### src/logic/irq_flags_pkg.sv
// shared constants and types for the status flags and interrupt sequencer
package irq_flags_pkg;
    localparam int unsigned FLAG_C_POS        = 0;
    localparam int unsigned FLAG_Z_POS        = 1;
    localparam int unsigned FLAG_N_POS        = 2;
    localparam int unsigned FLAG_V_POS        = 3;
    localparam int unsigned FLAG_S_POS        = 4;
    localparam int unsigned FLAG_H_POS        = 5;
    localparam int unsigned FLAG_T_POS        = 6;
    localparam int unsigned FLAG_I_POS        = 7;
    localparam logic [7:0]  FLAGS_RESET       = 8'h00;
    localparam logic [1:0]  ADDR_FLAGS        = 2'h0;
    localparam logic [1:0]  ADDR_SEQ_STATUS   = 2'h1;
    localparam logic [1:0]  ADDR_IRQ_VECTOR   = 2'h2;
    localparam int unsigned NUM_SOURCES       = 8;
    localparam int unsigned ENTRY_CYCLES      = 4;
    localparam int unsigned WAKE_EXTRA_CYCLES = 4;
    localparam int unsigned JUMP_CYCLES       = 3;
    localparam int unsigned RETURN_CYCLES     = 4;
    localparam logic [3:0]  CNT_ZERO          = 4'h0;
    localparam logic [15:0] SP_RESET          = 16'h0000;

    // arithmetic result presented by the execution pipeline
    typedef struct packed {
        logic       valid;     // result with flag update this cycle
        logic [7:0] result;
        logic       carry;
        logic       half;
        logic       ovf;
        logic       upd_h;     // op affects half carry
        logic       upd_v;     // op affects overflow
        logic       upd_c;     // op affects carry
    } alu_flags_t;

    // register port request
    typedef struct packed {
        logic       wr;
        logic       rd;
        logic [1:0] addr;
        logic [7:0] wdata;
    } reg_req_t;

    typedef enum logic [4:0] {
        ST_RUN    = 5'b00001,
        ST_WAKE   = 5'b00010,
        ST_ENTRY  = 5'b00100,
        ST_JUMP   = 5'b01000,
        ST_RETURN = 5'b10000
    } seq_state_t;
endpackage

### src/logic/irq_arbiter.sv
// picks the lowest numbered pending and locally enabled interrupt source
`timescale 1ns/1ps
`default_nettype none
module irq_arbiter (
    input  wire logic [irq_flags_pkg::NUM_SOURCES-1:0] pending,
    input  wire logic [irq_flags_pkg::NUM_SOURCES-1:0] local_en,
    output logic                                       any_req,
    output logic [2:0]                                 req_id
);
    import irq_flags_pkg::*;

    logic [NUM_SOURCES-1:0] masked;

    // only sources with their own enable set may ask
    assign masked  = pending & local_en;
    assign any_req = |masked;

    // priority search, lowest index wins
    always_comb begin
        req_id = 3'h0;
        for (int i = NUM_SOURCES - 1; i >= 0; i--) begin
            if (masked[i]) begin
                req_id = 3'(i);
            end
        end
    end
endmodule // irq_arbiter
`default_nettype wire

### src/logic/flag_calc.sv
// derives the next arithmetic and logic flag values from a result
`timescale 1ns/1ps
`default_nettype none
module flag_calc (
    input  wire logic [7:0]                cur_flags,
    input  wire irq_flags_pkg::alu_flags_t alu,
    output logic [7:0]                     next_flags
);
    import irq_flags_pkg::*;

    logic n_bit;
    logic v_bit;
    logic z_bit;
    logic h_bit;
    logic c_bit;

    // flags follow the result; untouched flags keep their value
    assign n_bit = alu.result[7];                              // see RQ5
    assign z_bit = (alu.result == 8'h00);                      // see RQ6
    assign h_bit = alu.upd_h ? alu.half : cur_flags[FLAG_H_POS]; // see RQ2
    assign v_bit = alu.upd_v ? alu.ovf : cur_flags[FLAG_V_POS];  // see RQ4
    assign c_bit = alu.upd_c ? alu.carry : cur_flags[FLAG_C_POS]; // see RQ7

    // repack, sign is always n xor v
    always_comb begin
        next_flags             = cur_flags;
        next_flags[FLAG_C_POS] = c_bit;
        next_flags[FLAG_Z_POS] = z_bit;
        next_flags[FLAG_N_POS] = n_bit;
        next_flags[FLAG_V_POS] = v_bit;
        next_flags[FLAG_S_POS] = n_bit ^ v_bit;                // see RQ3
        next_flags[FLAG_H_POS] = h_bit;
    end
endmodule // flag_calc
`default_nettype wire

### src/logic/irq_entry_flags.sv
// status flag register and interrupt entry and return sequencer
// Notes on behaviour
// RQ1 - bit 6 receives a register bit on store, supplies it on load
// RQ2 - bit 5 set on carry out of the low nibble
// RQ3 - bit 4 always equals negative xor overflow
// RQ4 - bit 3 records signed two's complement overflow
// RQ5 - bit 2 set for a negative result
// RQ6 - bit 1 set for a zero result
// RQ7 - bit 0 set on carry
// RQ8 - one more instruction runs after global enable before any interrupt
// RQ9 - entry takes four cycles pushing the program counter, then vector
// RQ10 - the vector jump takes three cycles
// RQ11 - a multi-cycle instruction completes before entry begins
// RQ12 - wake from sleep adds four cycles after the mode's start-up time
// RQ13 - return takes four cycles, pops counter, sp plus two, sets enable
// RQ14 - service only with local enable and global enable both set
// RQ15 - entry clears the global enable until return sets it again
`timescale 1ns/1ps
`default_nettype none
module irq_entry_flags (
    input  wire logic                                  clk,
    input  wire logic                                  rst,
    input  wire irq_flags_pkg::reg_req_t               reg_req,
    output logic [7:0]                                 reg_rdata,
    input  wire irq_flags_pkg::alu_flags_t             alu,
    input  wire logic                                  instr_done,
    input  wire logic                                  exec_sei,
    input  wire logic                                  exec_cli,
    input  wire logic                                  exec_reti,
    input  wire logic                                  bit_store_instr,
    input  wire logic                                  bit_load_instr,
    input  wire logic [7:0]                            bit_src_reg,
    input  wire logic [2:0]                            bit_sel,
    input  wire logic                                  sleeping,
    input  wire logic                                  startup_done,
    input  wire logic [irq_flags_pkg::NUM_SOURCES-1:0] irq_pending,
    input  wire logic [irq_flags_pkg::NUM_SOURCES-1:0] irq_local_en,
    input  wire logic [15:0]                           pc_in,
    input  wire logic [15:0]                           stack_top,
    output logic [7:0]                                 bit_load_data,
    output logic [7:0]                                 cpu_status_flags,
    output logic                                       core_stall,
    output logic                                       push_valid,
    output logic [15:0]                                push_pc,
    output logic                                       pc_load,
    output logic [15:0]                                pc_load_value,
    output logic [15:0]                                sp_out,
    output logic                                       irq_ack,
    output logic [2:0]                                 irq_ack_id,
    output logic                                       in_handler
);
    import irq_flags_pkg::*;

    logic [7:0]  flags_reg;
    logic [7:0]  flags_next;
    logic [7:0]  alu_next;
    seq_state_t  state_reg;
    seq_state_t  state_next;
    logic [3:0]  cnt_reg;
    logic [3:0]  cnt_next;
    logic        sei_shadow_reg;
    logic        sei_shadow_next;
    logic        nest_reg;
    logic        nest_next;
    logic [2:0]  id_reg;
    logic [15:0] sp_reg;
    logic [15:0] sp_next;
    logic [15:0] ret_pc_reg;
    logic [7:0]  rdata_reg;
    logic [7:0]  load_reg;
    logic        ack_reg;
    logic        push_reg;
    logic        pcl_reg;
    logic [15:0] pcl_val_reg;
    logic        any_req;
    logic [2:0]  req_id;
    logic        take_irq;
    logic        gie;
    logic        flags_wr;
    logic        t_next;
    logic [7:0]  seq_status;

    irq_arbiter u_arb (
        .pending  (irq_pending),
        .local_en (irq_local_en),
        .any_req  (any_req),
        .req_id   (req_id)
    );

    flag_calc u_flags (
        .cur_flags  (flags_reg),
        .alu        (alu),
        .next_flags (alu_next)
    );

    // decode of the register port and service condition
    assign gie        = flags_reg[FLAG_I_POS];
    assign flags_wr   = reg_req.wr && (reg_req.addr == ADDR_FLAGS);
    // the instruction after the enable may finish and hand over to entry
    assign take_irq   = any_req && gie
                     && (!sei_shadow_reg || instr_done);    // see RQ14, RQ8
    assign t_next     = bit_src_reg[bit_sel];               // see RQ1
    assign seq_status = {3'h0, state_reg == ST_RUN ? 1'b0 : 1'b1,
                         nest_reg, id_reg};

    // flag register next value, highest priority last
    always_comb begin
        flags_next = flags_reg;
        if (alu.valid) begin
            flags_next = alu_next;
        end
        if (bit_store_instr) begin
            flags_next[FLAG_T_POS] = t_next;                // see RQ1
        end
        if (exec_sei) begin
            flags_next[FLAG_I_POS] = 1'b1;
        end
        if (exec_cli) begin
            flags_next[FLAG_I_POS] = 1'b0;
        end
        if (flags_wr) begin
            flags_next = reg_req.wdata;
            flags_next[FLAG_S_POS] = reg_req.wdata[FLAG_N_POS]
                                   ^ reg_req.wdata[FLAG_V_POS]; // see RQ3
        end
        if (state_reg == ST_ENTRY && cnt_reg == CNT_ZERO) begin
            flags_next[FLAG_I_POS] = 1'b0;                  // see RQ15
        end
        if (state_reg == ST_RETURN &&
            cnt_reg == 4'(RETURN_CYCLES - 1)) begin
            flags_next[FLAG_I_POS] = 1'b1;                  // see RQ13
        end
    end

    // sequencer: run, wake, entry, vector jump, return
    always_comb begin
        state_next      = state_reg;
        cnt_next        = cnt_reg + 4'h1;
        sp_next         = sp_reg;
        nest_next       = nest_reg;
        sei_shadow_next = sei_shadow_reg;
        if (exec_sei && !gie) begin
            sei_shadow_next = 1'b1;                         // see RQ8
        end else if (instr_done) begin
            sei_shadow_next = 1'b0;
        end
        case (state_reg)
            ST_RUN: begin
                cnt_next = CNT_ZERO;
                if (sleeping && take_irq && startup_done) begin
                    state_next = ST_WAKE;                   // see RQ12
                end else if (!sleeping && take_irq && instr_done) begin
                    state_next = ST_ENTRY;                  // see RQ11
                end else if (exec_reti && instr_done) begin
                    state_next = ST_RETURN;
                end
            end
            ST_WAKE: begin
                if (cnt_reg == 4'(WAKE_EXTRA_CYCLES - 1)) begin
                    state_next = ST_ENTRY;                  // see RQ12
                    cnt_next   = CNT_ZERO;
                end
            end
            ST_ENTRY: begin
                if (cnt_reg == CNT_ZERO) begin
                    sp_next = sp_reg - 16'h0002;            // see RQ9
                end
                if (cnt_reg == 4'(ENTRY_CYCLES - 1)) begin
                    state_next = ST_JUMP;                   // see RQ9
                    cnt_next   = CNT_ZERO;
                    nest_next  = 1'b1;
                end
            end
            ST_JUMP: begin
                if (cnt_reg == 4'(JUMP_CYCLES - 1)) begin
                    state_next = ST_RUN;                    // see RQ10
                    cnt_next   = CNT_ZERO;
                end
            end
            ST_RETURN: begin
                if (cnt_reg == CNT_ZERO) begin
                    sp_next = sp_reg + 16'h0002;            // see RQ13
                end
                if (cnt_reg == 4'(RETURN_CYCLES - 1)) begin
                    state_next = ST_RUN;                    // see RQ13
                    cnt_next   = CNT_ZERO;
                    nest_next  = 1'b0;
                end
            end
            default: begin
                state_next = ST_RUN;
                cnt_next   = CNT_ZERO;
            end
        endcase
    end

    // state and flag registers
    always_ff @(posedge clk) begin
        if (rst) begin
            flags_reg      <= FLAGS_RESET;
            state_reg      <= ST_RUN;
            cnt_reg        <= CNT_ZERO;
            sei_shadow_reg <= 1'b0;
            nest_reg       <= 1'b0;
            sp_reg         <= SP_RESET;
        end else begin
            flags_reg      <= flags_next;
            state_reg      <= state_next;
            cnt_reg        <= cnt_next;
            sei_shadow_reg <= sei_shadow_next;
            nest_reg       <= nest_next;
            sp_reg         <= sp_next;
        end
    end

    // captured identity, return address and one-cycle strobes
    always_ff @(posedge clk) begin
        if (rst) begin
            id_reg      <= 3'h0;
            ret_pc_reg  <= 16'h0000;
            ack_reg     <= 1'b0;
            push_reg    <= 1'b0;
            pcl_reg     <= 1'b0;
            pcl_val_reg <= 16'h0000;
        end else begin
            ack_reg  <= (state_reg != ST_ENTRY) && (state_next == ST_ENTRY);
            push_reg <= (state_reg == ST_ENTRY) && (cnt_reg == CNT_ZERO);
            pcl_reg  <= 1'b0;
            if ((state_reg != ST_ENTRY) && (state_next == ST_ENTRY)) begin
                id_reg     <= req_id;
                ret_pc_reg <= pc_in;                        // see RQ9
            end
            if (state_reg == ST_ENTRY &&
                cnt_reg == 4'(ENTRY_CYCLES - 1)) begin
                pcl_reg     <= 1'b1;                        // see RQ9
                pcl_val_reg <= {12'h000, id_reg, 1'b0};
            end
            if (state_reg == ST_RETURN &&
                cnt_reg == 4'(RETURN_CYCLES - 1)) begin
                pcl_reg     <= 1'b1;                        // see RQ13
                pcl_val_reg <= stack_top;
            end
        end
    end

    // register read port and bit-load data, both one cycle late
    always_ff @(posedge clk) begin
        if (rst) begin
            rdata_reg <= 8'h00;
            load_reg  <= 8'h00;
        end else begin
            rdata_reg <= 8'h00;
            if (reg_req.rd) begin
                case (reg_req.addr)
                    ADDR_FLAGS:      rdata_reg <= flags_reg;
                    ADDR_SEQ_STATUS: rdata_reg <= seq_status;
                    ADDR_IRQ_VECTOR: rdata_reg <= {5'h00, id_reg};
                    default:         rdata_reg <= 8'h00;
                endcase
            end
            if (bit_load_instr) begin
                load_reg          <= bit_src_reg;
                load_reg[bit_sel] <= flags_reg[FLAG_T_POS]; // see RQ1
            end
        end
    end

    assign reg_rdata        = rdata_reg;
    assign bit_load_data    = load_reg;
    assign cpu_status_flags = flags_reg;
    assign core_stall       = (state_reg != ST_RUN);
    assign push_valid       = push_reg;
    assign push_pc          = ret_pc_reg;
    assign pc_load          = pcl_reg;
    assign pc_load_value    = pcl_val_reg;
    assign sp_out           = sp_reg;
    assign irq_ack          = ack_reg;
    assign irq_ack_id       = id_reg;
    assign in_handler       = nest_reg;
endmodule // irq_entry_flags
`default_nettype wire

### config.mk
export PLATFORM = sky130hd
export DESIGN_NAME = irq_entry_flags
export DESIGN_NICKNAME = d
export VERILOG_FILES = /design/src/logic/irq_flags_pkg.sv /design/src/logic/irq_arbiter.sv /design/src/logic/flag_calc.sv /design/src/logic/irq_entry_flags.sv
export SDC_FILE = /design/constraint.sdc
export NUM_CORES = 1
export LEC_CHECK = 0
export BUFFER_PORTS_ARGS = -buffer_cell sky130_fd_sc_hd__buf_4
export CORE_UTILIZATION = 41
export DETAILED_ROUTE_END_ITERATION = 10
export GPL_TIMING_DRIVEN = 0
export PLACE_DENSITY = 0.72
export SYNTH_ARGS = -nofsm -noshare
export SYNTH_HDL_FRONTEND = slang
export SYNTH_SLANG_ARGS = --single-unit
### constraint.sdc
create_clock -name clk -period 2.7 [get_ports clk]
set_input_delay 0.135 -clock clk [delete_from_list [all_inputs] [get_ports clk]]
set_output_delay 0.135 -clock clk [all_outputs]
set_load 0.005 [all_outputs]
==> results of run 1 <==
[synthesized netlist by cell type, types with 5 or more instances]
cell | count | share of area [%]
inv_1 | 9 | 0.75
nor2_1 | 58 | 4.9
xor2_1 | 5 | 0.98
nor2b_1 | 8 | 1.1
mux2i_1 | 15 | 3.3
ha_1 | 16 | 4.5
buf_2 | 7 | 0.78
and2_1 | 7 | 0.98
a311oi_1 | 6 | 1.2
a211oi_1 | 15 | 2.5
dfxtp_1 | 88 | 39
a31oi_1 | 5 | 0.70
a21oi_1 | 39 | 4.4
xnor2_1 | 9 | 1.8
nand2_1 | 49 | 4.1
nor3_1 | 12 | 1.3
a22oi_1 | 23 | 3.9
nand3_1 | 33 | 3.7
a21o_1 | 9 | 1.5
o21ai_0 | 34 | 3.8
nand4_1 | 5 | 0.70
and3_1 | 7 | 0.98
clkbuf_1 | 16 | 1.3
[worst min-delay path, stage by stage]
cell,delay [ns]
buf_4,0.08
a22oi_1,0.06
nor2_1,0.07
[power by group]
part           leakage, nW  internal (mW)  switching [mW]
clock network       0.0861          0.367           0.480
registers            0.716           1.33          0.0329
logic                 1.93          0.303           0.316
[worst max path at each step]
stage                 end  cells after the start
6_report       sp_out[15]                     11
5_1_grt        sp_out[15]                     11
4_1_cts        sp_out[15]                     11
3_5_place_dp   sp_out[15]                     11
3_3_place_gp   sp_out[15]                     11
2_1_floorplan  sp_out[15]                     11
[metrics by stage]
stage | util, % | std cells | area, µm² | hold WS (ns)
6_report | 59.8 | 869 | 6260 | 0.0269
5_1_grt | 59.8 | 869 | 6260 | 0.0115
4_1_cts | 58.8 | 860 | 6150 | 0.00963
3_5_place_dp | 56.6 | 842 | 5930 | 0.357
3_3_place_gp | 56.6 | 842 | 5930 | 0.345
2_1_floorplan | - | 537 | 4490 | 0.214
[cells by family (layout without fill, tap and decap cells)]
| group | after synthesis | in the layout |
|---|---|---|
| other cells | 1 | 1 |
| fa+ha+maj | 17 | 17 |
| mux | 17 | 17 |
| compound gates | 160 | 160 |
| flops | 88 | 88 |
| buf+inv | 42 | 238 |
| simple gates | 198 | 198 |
| xor+xnor | 14 | 14 |
[area by class of cell]
| class | count | area, µm² |
|---|---|---|
| plain buffers | 30 | 156 |
| clock buffers | 11 | 141 |
| clock inverters | 5 | 41.3 |
| fillers | 974 | 4200 |
| inverters | 12 | 61.3 |
| multi-input cells | 407 | 2560 |
| flip-flops and latches | 88 | 1770 |
| well taps | 136 | 170 |
| repair buffers | 179 | 1350 |
| repair inverters | 1 | 8.76 |
[per-layer routing]
layer / share of wire [%] / global-route usage (%) / vias up / wire length [µm]
li1: - / - / 2342 / -
met2: 51 / 41.9 / 154 / 7070
met5: 0 / 0 / - / 0
met1: 42 / 28.8 / 2239 / 5890
met4: 1.1 / 6.46 / 0 / 154
met3: 6.1 / 4.90 / 12 / 846
[what timing repair did]
item,4_1_cts,5_1_grt
gates cloned,0,1
hold buffers,1,0
setup buffers,1,8
hold endpoints to repair,2,0
resized for setup,11,12
endpoints found under the setup margin,1,2
pin swaps,2,6
==> summary.md, run 1 <==
| Metric | Value |
|---|---|
| Status | finished with violations |
| Crit-path slowest cell | fa_2 |
| CP Max Fanout | 10 |
| Gr usage total | a little under a quarter |
| Layout cells sized above 1 | between 30% and 40% |
| Max-cap violations | 0 |
| Clock Sinks | 88 |
| Tmin final | roughly 2.7 ns |
| Drt drc | 0 |
| Vias in the first global route | ~4,300 |
| Syn_nets | between 600 and 700 |
| Initial antenna violation count | 0 |
| R2r endpoint | sp_out[15] |
| Crit path from | state_reg[3] |
| 1st-iter DRT viols | about 240 |
| Clk_skew | 0.0108 ns |
| Core area | roughly 10,000 µm² |
| Simple-gate share of the synthesized area | around a fifth |
| Placement Setup Slack | -0.284 ns |
| R2r setup slk | -0.05 ns |
| Post-synthesis adder-cell area fraction | roughly 4.9% |
| Post-synthesis sequential area ratio | 39.3% |
| DIE AREA | approximately 11,000 µm² |
| Worst r2r src | state_reg[3] |
| Synth Instances | 537 |
| Port Buf Inserts | ~170 |
| WS Path Type | reg -> reg |
| Worst IR Drop VDD | ~0.33 mV |
| Number of synthesized flops with an enable pin | 0 |
| CTS buffer count | 9 |
| CP Launch Type | flip-flop |
| Max Transition Viols Final | 0 |
| Via density | 5.46 |
| First-pass GRT wire length | 21.4 mm |
| Main combinational cell family by area after synthesis | compound AO/OA/AOI/OAI gates |
| Fin worst setup slack | -0.0488 ns |
| Starting Density | a little over two fifths |
| Reg2Reg Depth | 11 |
| Hold Crit Class | in -> reg |
| #FFs+latches synth | between 80 and 90 |
| Most common cell after layout, fill and taps aside | buf_4 |
| H-tree lvl count | 3 |
| Worst hold start | stack_top[0] |
| PwrDens | 452 nW/µm² |
| Hpwl dp | ~11 mm |
| Mean Syn Cell Area | approximately 8.3 µm² |
| Clock Latency Late Sink | ~0.35 ns |
| Largest net degree at the start of global routing | 22 |
| Worst-path clk slew | ~0.090 ns |
| F_max | approximately 360 MHz |
| ANT nets after route | 0 |
| Fin. Hold Viols | 0 |
| Relative slew slack | 57.2% |
| Via Count | 4,747 |
| Number of diodes | 0 |
| Synth Area in XOR/XNOR | 2.74% |
| Row Count | 37 |
| Main flop type after synthesis | dfxtp_1 |
| DRT Pass-1 Iters | 5 |
| Hold depth | 3 |
| Power Total | 2.83 mW |
| Die Y | around 110 µm |
| CP top delay family | compound AO/OA/AOI/OAI gates |
| Most frequent cells in the layout | buf_4 (179), dfxtp_1 (83), nor2_1 (58) |
| Yosys warnings | 0 |
| Post-synth cell types | between 60 and 70 |
| Setup crit end kind | flip-flop |
| Failing checks | negative setup slack |
| Synth Area in Compound Gates | a little under a quarter |
| Leakage | ~2.7 nW |
| Root Driver | clkbuf_8 |
| CP Cell Sequence | and2b_2 -> and2_4 -> buf_12 -> inv_16 -> fa_2 -> a211oi_4 -> o21ai_2 -> a31oi_1 -> o21a_1 -> mux2i_1 -> mux2_2 |
| Area Overhead vs Synth | 39.6% |
| Asr flop ratio synth | 0% |
| Routability cong. | 0.887 |
| Remaining Overflow, GRT | 0 |
| Unrepaired setup endpoints after global routing | yes |
| Sum Neg Setup Slack | -0.0488 ns |
| Fin crit share | 102% |
| Worst EP required | 2.95 ns |
| Worst-margin pin slew | about 0.64 ns |
| Arrival time of the worst setup path | approximately 3.0 ns |
| Mux cell area share after synthesis | under 10% |
| Clk buf depth | 2 |
| Slowest stage delay, CP | 0.40 ns |
| Final Setup Violations | 1 |
| Final nets | approximately 840 |
| CTS tree | yes |
| Worst Hold Endpoint | pc_load_value[0] |
| Die width | around 110 µm |
| Drt total wl | between 10 and 15 mm |
| WP buf/inv | 2 |
| Drt wl/cell | about 16 µm |
| Mapped Area | around 4500 µm² |
| Num ports | around 180 |
No activity file was read; power rests on OpenSTA's default activity.
==> inputs of run 2 (changes only) <==
Settings changed: PLACE_DENSITY 0.72 to 0.69.
Clock period 2.7 ns to 3.4 ns, I/O delays scaled along.
==> run 2 against run 1 <==
  * The flow now finishes without violations
  * Register-to-register slack gained 0.31 ns
  * Cell count shrank 1.3%
  * Global-route usage up 1.4 points
  * First-iteration DRC count rose by 42%
  * Utilization fell by 1.3 points
  * Final area shrank 2.2%
  * Sequential cell count stayed put
==> summary.md, run 2 (synthesis gave the netlist of run 1 again) <==
| Metric | Value |
|---|---|
| Max Transition Viols Final | 0 |
| CTS buffer count | 9 |
| Area Overhead vs Synth | 36.6% |
| Layout fillers | approximately 950 |
| Remaining Overflow, GRT | 0 |
| Crit-path slowest cell | fa_1 |
| Arrival time of the worst setup path | approximately 3.4 ns |
| Via Count | roughly 4,700 |
| First-pass GRT wire length | about 22 mm |
| Routability cong. | 0.909 |
| Vias in the first global route | ~4,500 |
| Post-cts sizing count | 0 |
| Root Driver | clkbuf_8 |
| Fin crit share | ~92% |
| Reg2Reg Depth | 11 |
| Starting Density | a little over two fifths |
| Num ports | ~180 |
| R2r setup slk | 0.26 ns |
| Clock Sinks | ~90 |
| WP buf/inv | 2 |
| Post-Place Cell Area | ~5900 µm² |
| F_max | 318 MHz |
| ANT nets after route | 0 |
| Final Setup Violations | 0 |
| Slowest stage delay, CP | around 0.44 ns |
| Hold depth | 2 |
| PwrDens | approximately 380 nW/µm² |
| Port Buf Inserts | between 150 and 200 |
| Hold Crit Class | in -> reg |
| Sum Neg Setup Slack | 0 ns |
| Row Count | 37 |
| CP Launch Type | flip-flop |
| Worst r2r src | state_reg[1] |
| Layout cells sized above 1 | 28.8% |
| Most frequent cells in the layout | buf_4 (170), dfxtp_1 (88), nor2_1 (58) |
| Hpwl dp | ~11 mm |
| Setup crit end kind | flip-flop |
| Worst hold start | reg_req[9] |
| Drt total wl | ~14 mm |
| Core area | between 10,000 and 15,000 µm² |
| Post-CTS Hold Fix Bufs | 0 |
| Max-cap violations | 0 |
| Final instance area | 6120 µm² |
| WS Path Type | reg -> reg |
| Unrepaired setup endpoints after global routing | no |
| CTS tree | yes |
| Worst IR Drop VDD | approximately 0.18 mV |
| Clk buf depth | 2 |
| Number of diodes | 0 |
| Leakage | roughly 2.7 nW |
| Die Y | 107 µm |
| Tmin final | 3.14 ns |
| DRT Pass-1 Iters | 5 |
| Drt wl/cell | around 16 µm |
| 1st-iter DRT viols | about 340 |
| Clock Latency Late Sink | about 0.36 ns |
| R2r endpoint | sp_out[15] |
| Gr usage total | about a quarter |
| Most common cell after layout, fill and taps aside | buf_4 |
| Worst Hold Endpoint | reg_rdata[3] |
| CP top delay family | compound AO/OA/AOI/OAI gates |
| Via density | 5.53 |
| Worst-margin pin slew | 0.702 ns |
| Worst EP required | around 3.7 ns |
| Drt drc | 0 |
| Worst-path clk slew | around 0.090 ns |
| Largest net degree at the start of global routing | 22 |
| Relative slew slack | a little over half |
| Fin. Hold Viols | 0 |
| CP Cell Sequence | nor3_2 -> and2_1 -> buf_6 -> inv_4 -> fa_1 -> a211oi_1 -> o21ai_0 -> a31oi_1 -> o21a_1 -> mux2i_1 -> mux2_2 |
| CP Max Fanout | 21 |
| H-tree lvl count | 3 |
| Die width | ~110 µm |
| DIE AREA | ~11,000 µm² |
| Initial antenna violation count | 0 |
| Status | finished clean |
| Postcts setup bufs | 0 |
| Clk_skew | a little under 0.009 ns |
| Final nets | 830 |
[run 2: worst max path at each step]
stage               slack [ns]          to  cells after the start          from
global placement          0.28  sp_out[15]                     11  state_reg[1]
finish                    0.26  sp_out[15]                     11  state_reg[1]
CTS                       0.24  sp_out[15]                     11  state_reg[3]
detailed placement        0.27  sp_out[15]                     11  state_reg[1]
global route             0.001  sp_out[15]                     11  state_reg[3]
floorplan                 0.64  sp_out[15]                     11  state_reg[1]
[run 2: where the power goes]
part	internal, mW	switching (mW)
combinational	0.227	0.252
sequential	1.06	0.0251
clock	0.346	0.404
total	1.63	0.681
[run 2: metal layers]
layer  GRT usage, %  wire, µm  up-vias
met5              0         0        -
met4           10.5       351        0
met3           2.82       818       29
met2           43.9      6780      182
met1           31.2      6190     2214
li1               -         -     2319
[run 2: final cells by class]
| type | instances | area (µm²) | area share [%] |
|---|---|---|---|
| plain buffers | 30 | 148 | 2.41 |
| clock buffers | 9 | 124 | 2.02 |
| clock inverters | 7 | 77.6 | 1.27 |
| inverters | 12 | 47.5 | 0.776 |
| multi-input cells | 407 | 2530 | 41.3 |
| flip-flops and latches | 88 | 1760 | 28.8 |
| well taps | 136 | 170 | 2.78 |
| repair buffers | 169 | 1270 | 20.7 |
[run 2: worst reg2reg max path, cell delays in order, from the launching register on]
cell and delay, ns:
dfxtp_1 0.41, nor3_2 0.22, and2_1 0.16, buf_6 0.13, inv_4 0.11, fa_1 0.45
a211oi_1 0.40, o21ai_0 0.24, a31oi_1 0.24, o21a_1 0.16, mux2i_1 0.20, mux2_2 0.34
[run 2: per-stage QoR]
step                      hold WS [ns]  power (mW)  worst slack [ns]  std cells  utilization [%]
after floorplan                  0.249        1.37             0.642        537                -
after global placement           0.401        1.58             0.281        842             56.6
after detailed placement         0.398        1.58             0.275        842             56.6
after CTS                       0.0186        2.33             0.244        858             58.5
after global routing            0.0207        2.43           0.00129        858             58.5
final                           0.0303        2.31             0.258        858             58.5
==> inputs of run 3 (changes only) <==
Settings changed: BUFFER_PORTS_ARGS -buffer_cell sky130_fd_sc_hd__buf_4 to -buffer_cell sky130_fd_sc_hd__clkbuf_2, SYNTH_HIERARCHICAL set to 1.
==> run 3 against run 2 <==
  * Wire length is 12% lower
  * Utilization is 3.6 points lower
  * First-iteration DRC count is 14% lower
  * Sequential cell count stayed put
  * Combinational power is 12% lower
  * Largest power group unchanged
==> summary.md, run 3 <==
| Metric | Value |
|---|---|
| Internal Power | 1.70 mW |
| Port Buf Inserts | 167 |
| Setup crit end kind | flip-flop |
| Num ports | 176 |
| Synth Instances | between 500 and 600 |
| Clk buf depth | 2 |
| Main flop type after synthesis | dfxtp_1 |
| Max Transition Viols Final | 0 |
| PwrDens | 407 nW/µm² |
| H-tree lvl count | 3 |
| Post-Place Cell Area | ~5500 µm² |
| F_max | about 310 MHz |
| Gr usage total | 22.5% |
| First-pass GRT wire length | between 20 and 25 mm |
| Root Driver | clkbuf_8 |
| Drt wl/cell | about 15 µm |
| Postcts setup bufs | 0 |
| Status | finished clean |
| Worst EP required | roughly 3.7 ns |
| CP Cell Sequence | buf_6 -> or3_4 -> nor2_4 -> buf_6 -> xnor2_1 -> ha_1 -> a211oi_2 -> o21bai_2 -> o31a_1 -> a211oi_2 -> mux2i_1 -> mux2_1 |
| Most common cell after layout, fill and taps aside | clkbuf_2 |
| Worst r2r src | state_reg[2] |
| Comb pwr share | ~18% |
| Crit path from | state_reg[2] |
| Via Count | between 4,000 and 5,000 |
| #FFs+latches synth | 88 |
| Leakage | approximately 2.8 nW |
| Hold WS | around 0.023 ns |
| Clk_skew | 0.00427 ns |
| Final instance area | approximately 5800 µm² |
| Initial antenna violation count | 0 |
| ANT nets after route | 0 |
| Post-synthesis sequential area ratio | 39.0% |
| CTS buffer count | 9 |
| CP top delay family | compound AO/OA/AOI/OAI gates |
| Worst-margin pin slew | approximately 0.84 ns |
| Relative slew slack | roughly 44% |
| Tmin final | 3.18 ns |
| Hpwl dp | 9.56 mm |
| Synth cell count leaders | dfxtp_1 (88), nor2_1 (82), nand2_1 (37) |
| Net Sw Frac | a little over a quarter |
| Die Y | roughly 110 µm |
| Area Overhead vs Synth | 27.8% |
| Row Count | 37 |
| Starting Density | a little over two fifths |
| Die width | ~110 µm |
| Arrival time of the worst setup path | between 3 and 4 ns |
| Final Setup Violations | 0 |
| 1st-iter DRT viols | 289 |
| Clock power share | 35.6% |
| Critical Path End | sp_out[15] |
| Clock Latency Late Sink | ~0.37 ns |
| CP Launch Type | flip-flop |
| Asr flop ratio synth | 0% |
| Most frequent cells in the layout | clkbuf_2 (167), dfxtp_1 (88), nor2_1 (81) |
| Mapped Area | roughly 4500 µm² |
| Reg2Reg Depth | 12 |
| Fin. Hold Viols | 0 |
| Max-cap violations | 0 |
| Remaining Overflow, GRT | 0 |
| Slowest stage delay, CP | about 0.41 ns |
| Syn_nets | 633 |
| Clock Sinks | between 80 and 90 |
| Top post-synthesis cells by area | dfxtp_1 (39%), mux2i_1 (8.0%), nor2_1 (6.8%) |
| R2r setup slk | roughly 0.22 ns |
| Worst-path clk slew | ~0.090 ns |
| R2r endpoint | sp_out[15] |
| Number of diodes | 0 |
| Vias in the first global route | 4,313 |
| WS Path Type | reg -> reg |
| Largest net degree at the start of global routing | 20 |
| Yosys warnings | 6 |
| Hold Crit Class | in -> reg |
| WP buf/inv | 2 |
| Seq pwr share | a little under half |
| Mean Syn Cell Area | approximately 8.6 µm² |
| Via density | ~5.2 |
| Unrepaired setup endpoints after global routing | no |
| Core area | 10,500 µm² |
| DRT Pass-1 Iters | 4 |
| Number of synthesized flops with an enable pin | 0 |
| Fin crit share | between 90% and 100% |
| Power Total | approximately 2.3 mW |
| Cell taking the most area after synthesis | dfxtp_1 |
| Drt drc | 0 |
| Routability cong. | around 0.88 |
| Worst IR Drop VDD | 0.305 mV |
| Fin util | between 50% and 60% |
| NetSw | 0.643 mW |
| CP Max Fanout | 10 |
| DIE AREA | around 11,000 µm² |
| Post-synth cell types | just under 60 |
| Worst path depth | 12 |
| Layout cells sized above 1 | between 30% and 40% |
| Share of the synthesized area in the top cell type | 39.0% |
| Layout fillers | approximately 990 |
| CTS tree | yes |
| Drt total wl | between 10 and 15 mm |
| Final nets | 810 |
| Crit-path slowest cell | or3_4 |
| Count leader, synth | dfxtp_1 |
[run 3: changes by cell type after synthesis, sizes merged, moves of 5 or more]
cell | previous run | this run
a211oi | 15 | 20
a21o | 9 | 3
a21oi | 39 | 30
and3 | 8 | 1
clkbuf | 16 | 25
mux2i | 16 | 36
nand2 | 49 | 37
nand3 | 33 | 9
nor2 | 58 | 82
o21ai | 35 | 15
[run 3: area by class of cell]
type                            count  area [µm²]  area share [%]
Tap cell                          136         170            2.95
Inverter                           10        37.5           0.651
Clock inverter                      6        90.1            1.56
Sequential cell                    88        1760            30.5
Timing Repair Buffer              167         836            14.5
Clock buffer                       10         138            2.39
Buffer                             37         201            3.49
Multi-Input combinational cell    387        2530            43.9
[run 3: per-layer routing]
metal / vias to the layer above / GRT usage (%) / part of all wire, %
met3: 15 / 7.11 / 7.2
met1: 2029 / 27.0 / 43
li1: 2217 / - / -
met5: - / 0 / 0
met2: 144 / 38.0 / 48
met4: 0 / 7.63 / 1.4
[run 3: worst min-delay path, cell delays in order]
cell	delay, ns
clkbuf_2	0.07
mux2i_1	0.05
nor2_1	0.07
[run 3: repair_timing]
action,in CTS,in global routing
endpoints found under the setup margin,4,4
resized for setup,3,6
hold buffers,0,0
pin swaps,0,0
[run 3: through the flow]
| stage | setup slack [ns] | setup TNS [ns] | cells |
|---|---|---|---|
| after floorplan | 0.260 | 0 | 523 |
| after CTS | 0.0260 | 0 | 842 |
| after detailed placement | -0.343 | -0.745 | 826 |
| after global routing | 0.0155 | 0 | 841 |
| final | 0.223 | 0 | 841 |
| after global placement | -0.201 | -0.240 | 826 |
[run 3: worst min-delay path by stage]
stage                           from           end  slack, ns  depth (start not counted)
after floorplan           reg_req[9]  reg_rdata[3]       0.25                          1
after global placement     pc_in[13]   push_pc[13]       0.40                          3
after detailed placement   pc_in[10]   push_pc[10]       0.41                          3
after CTS                  pc_in[13]   push_pc[13]       0.01                          3
after global routing       pc_in[10]   push_pc[10]       0.01                          3
final                      pc_in[13]   push_pc[13]       0.02                          3
[run 3: kinds of logic (layout without fill, tap and decap cells)]
kind of cell / count (synthesis) / count (layout) / synth area share, %
buffers and inverters: 48 / 230 / 5.07
DFF: 88 / 88 / 39.0
adders and majority gates: 14 / 14 / 3.88
and+or+nand+nor: 188 / 188 / 19.4
AOI/OAI and AO/OA: 125 / 125 / 19.3
muxes: 42 / 42 / 9.98
xor gates and xnor gates: 17 / 17 / 3.30
other: 1 / 1 / 0.0831
[run 3: power by group through the flow]
stage	Combinational [mW]	Sequential (mW)	Clock, mW
after global routing	0.467	1.10	0.894
after floorplan	0.275	1.11	0
final	0.421	1.09	0.836
after detailed placement	0.421	1.11	0
after global placement	0.413	1.11	0
after CTS	0.423	1.09	0.852
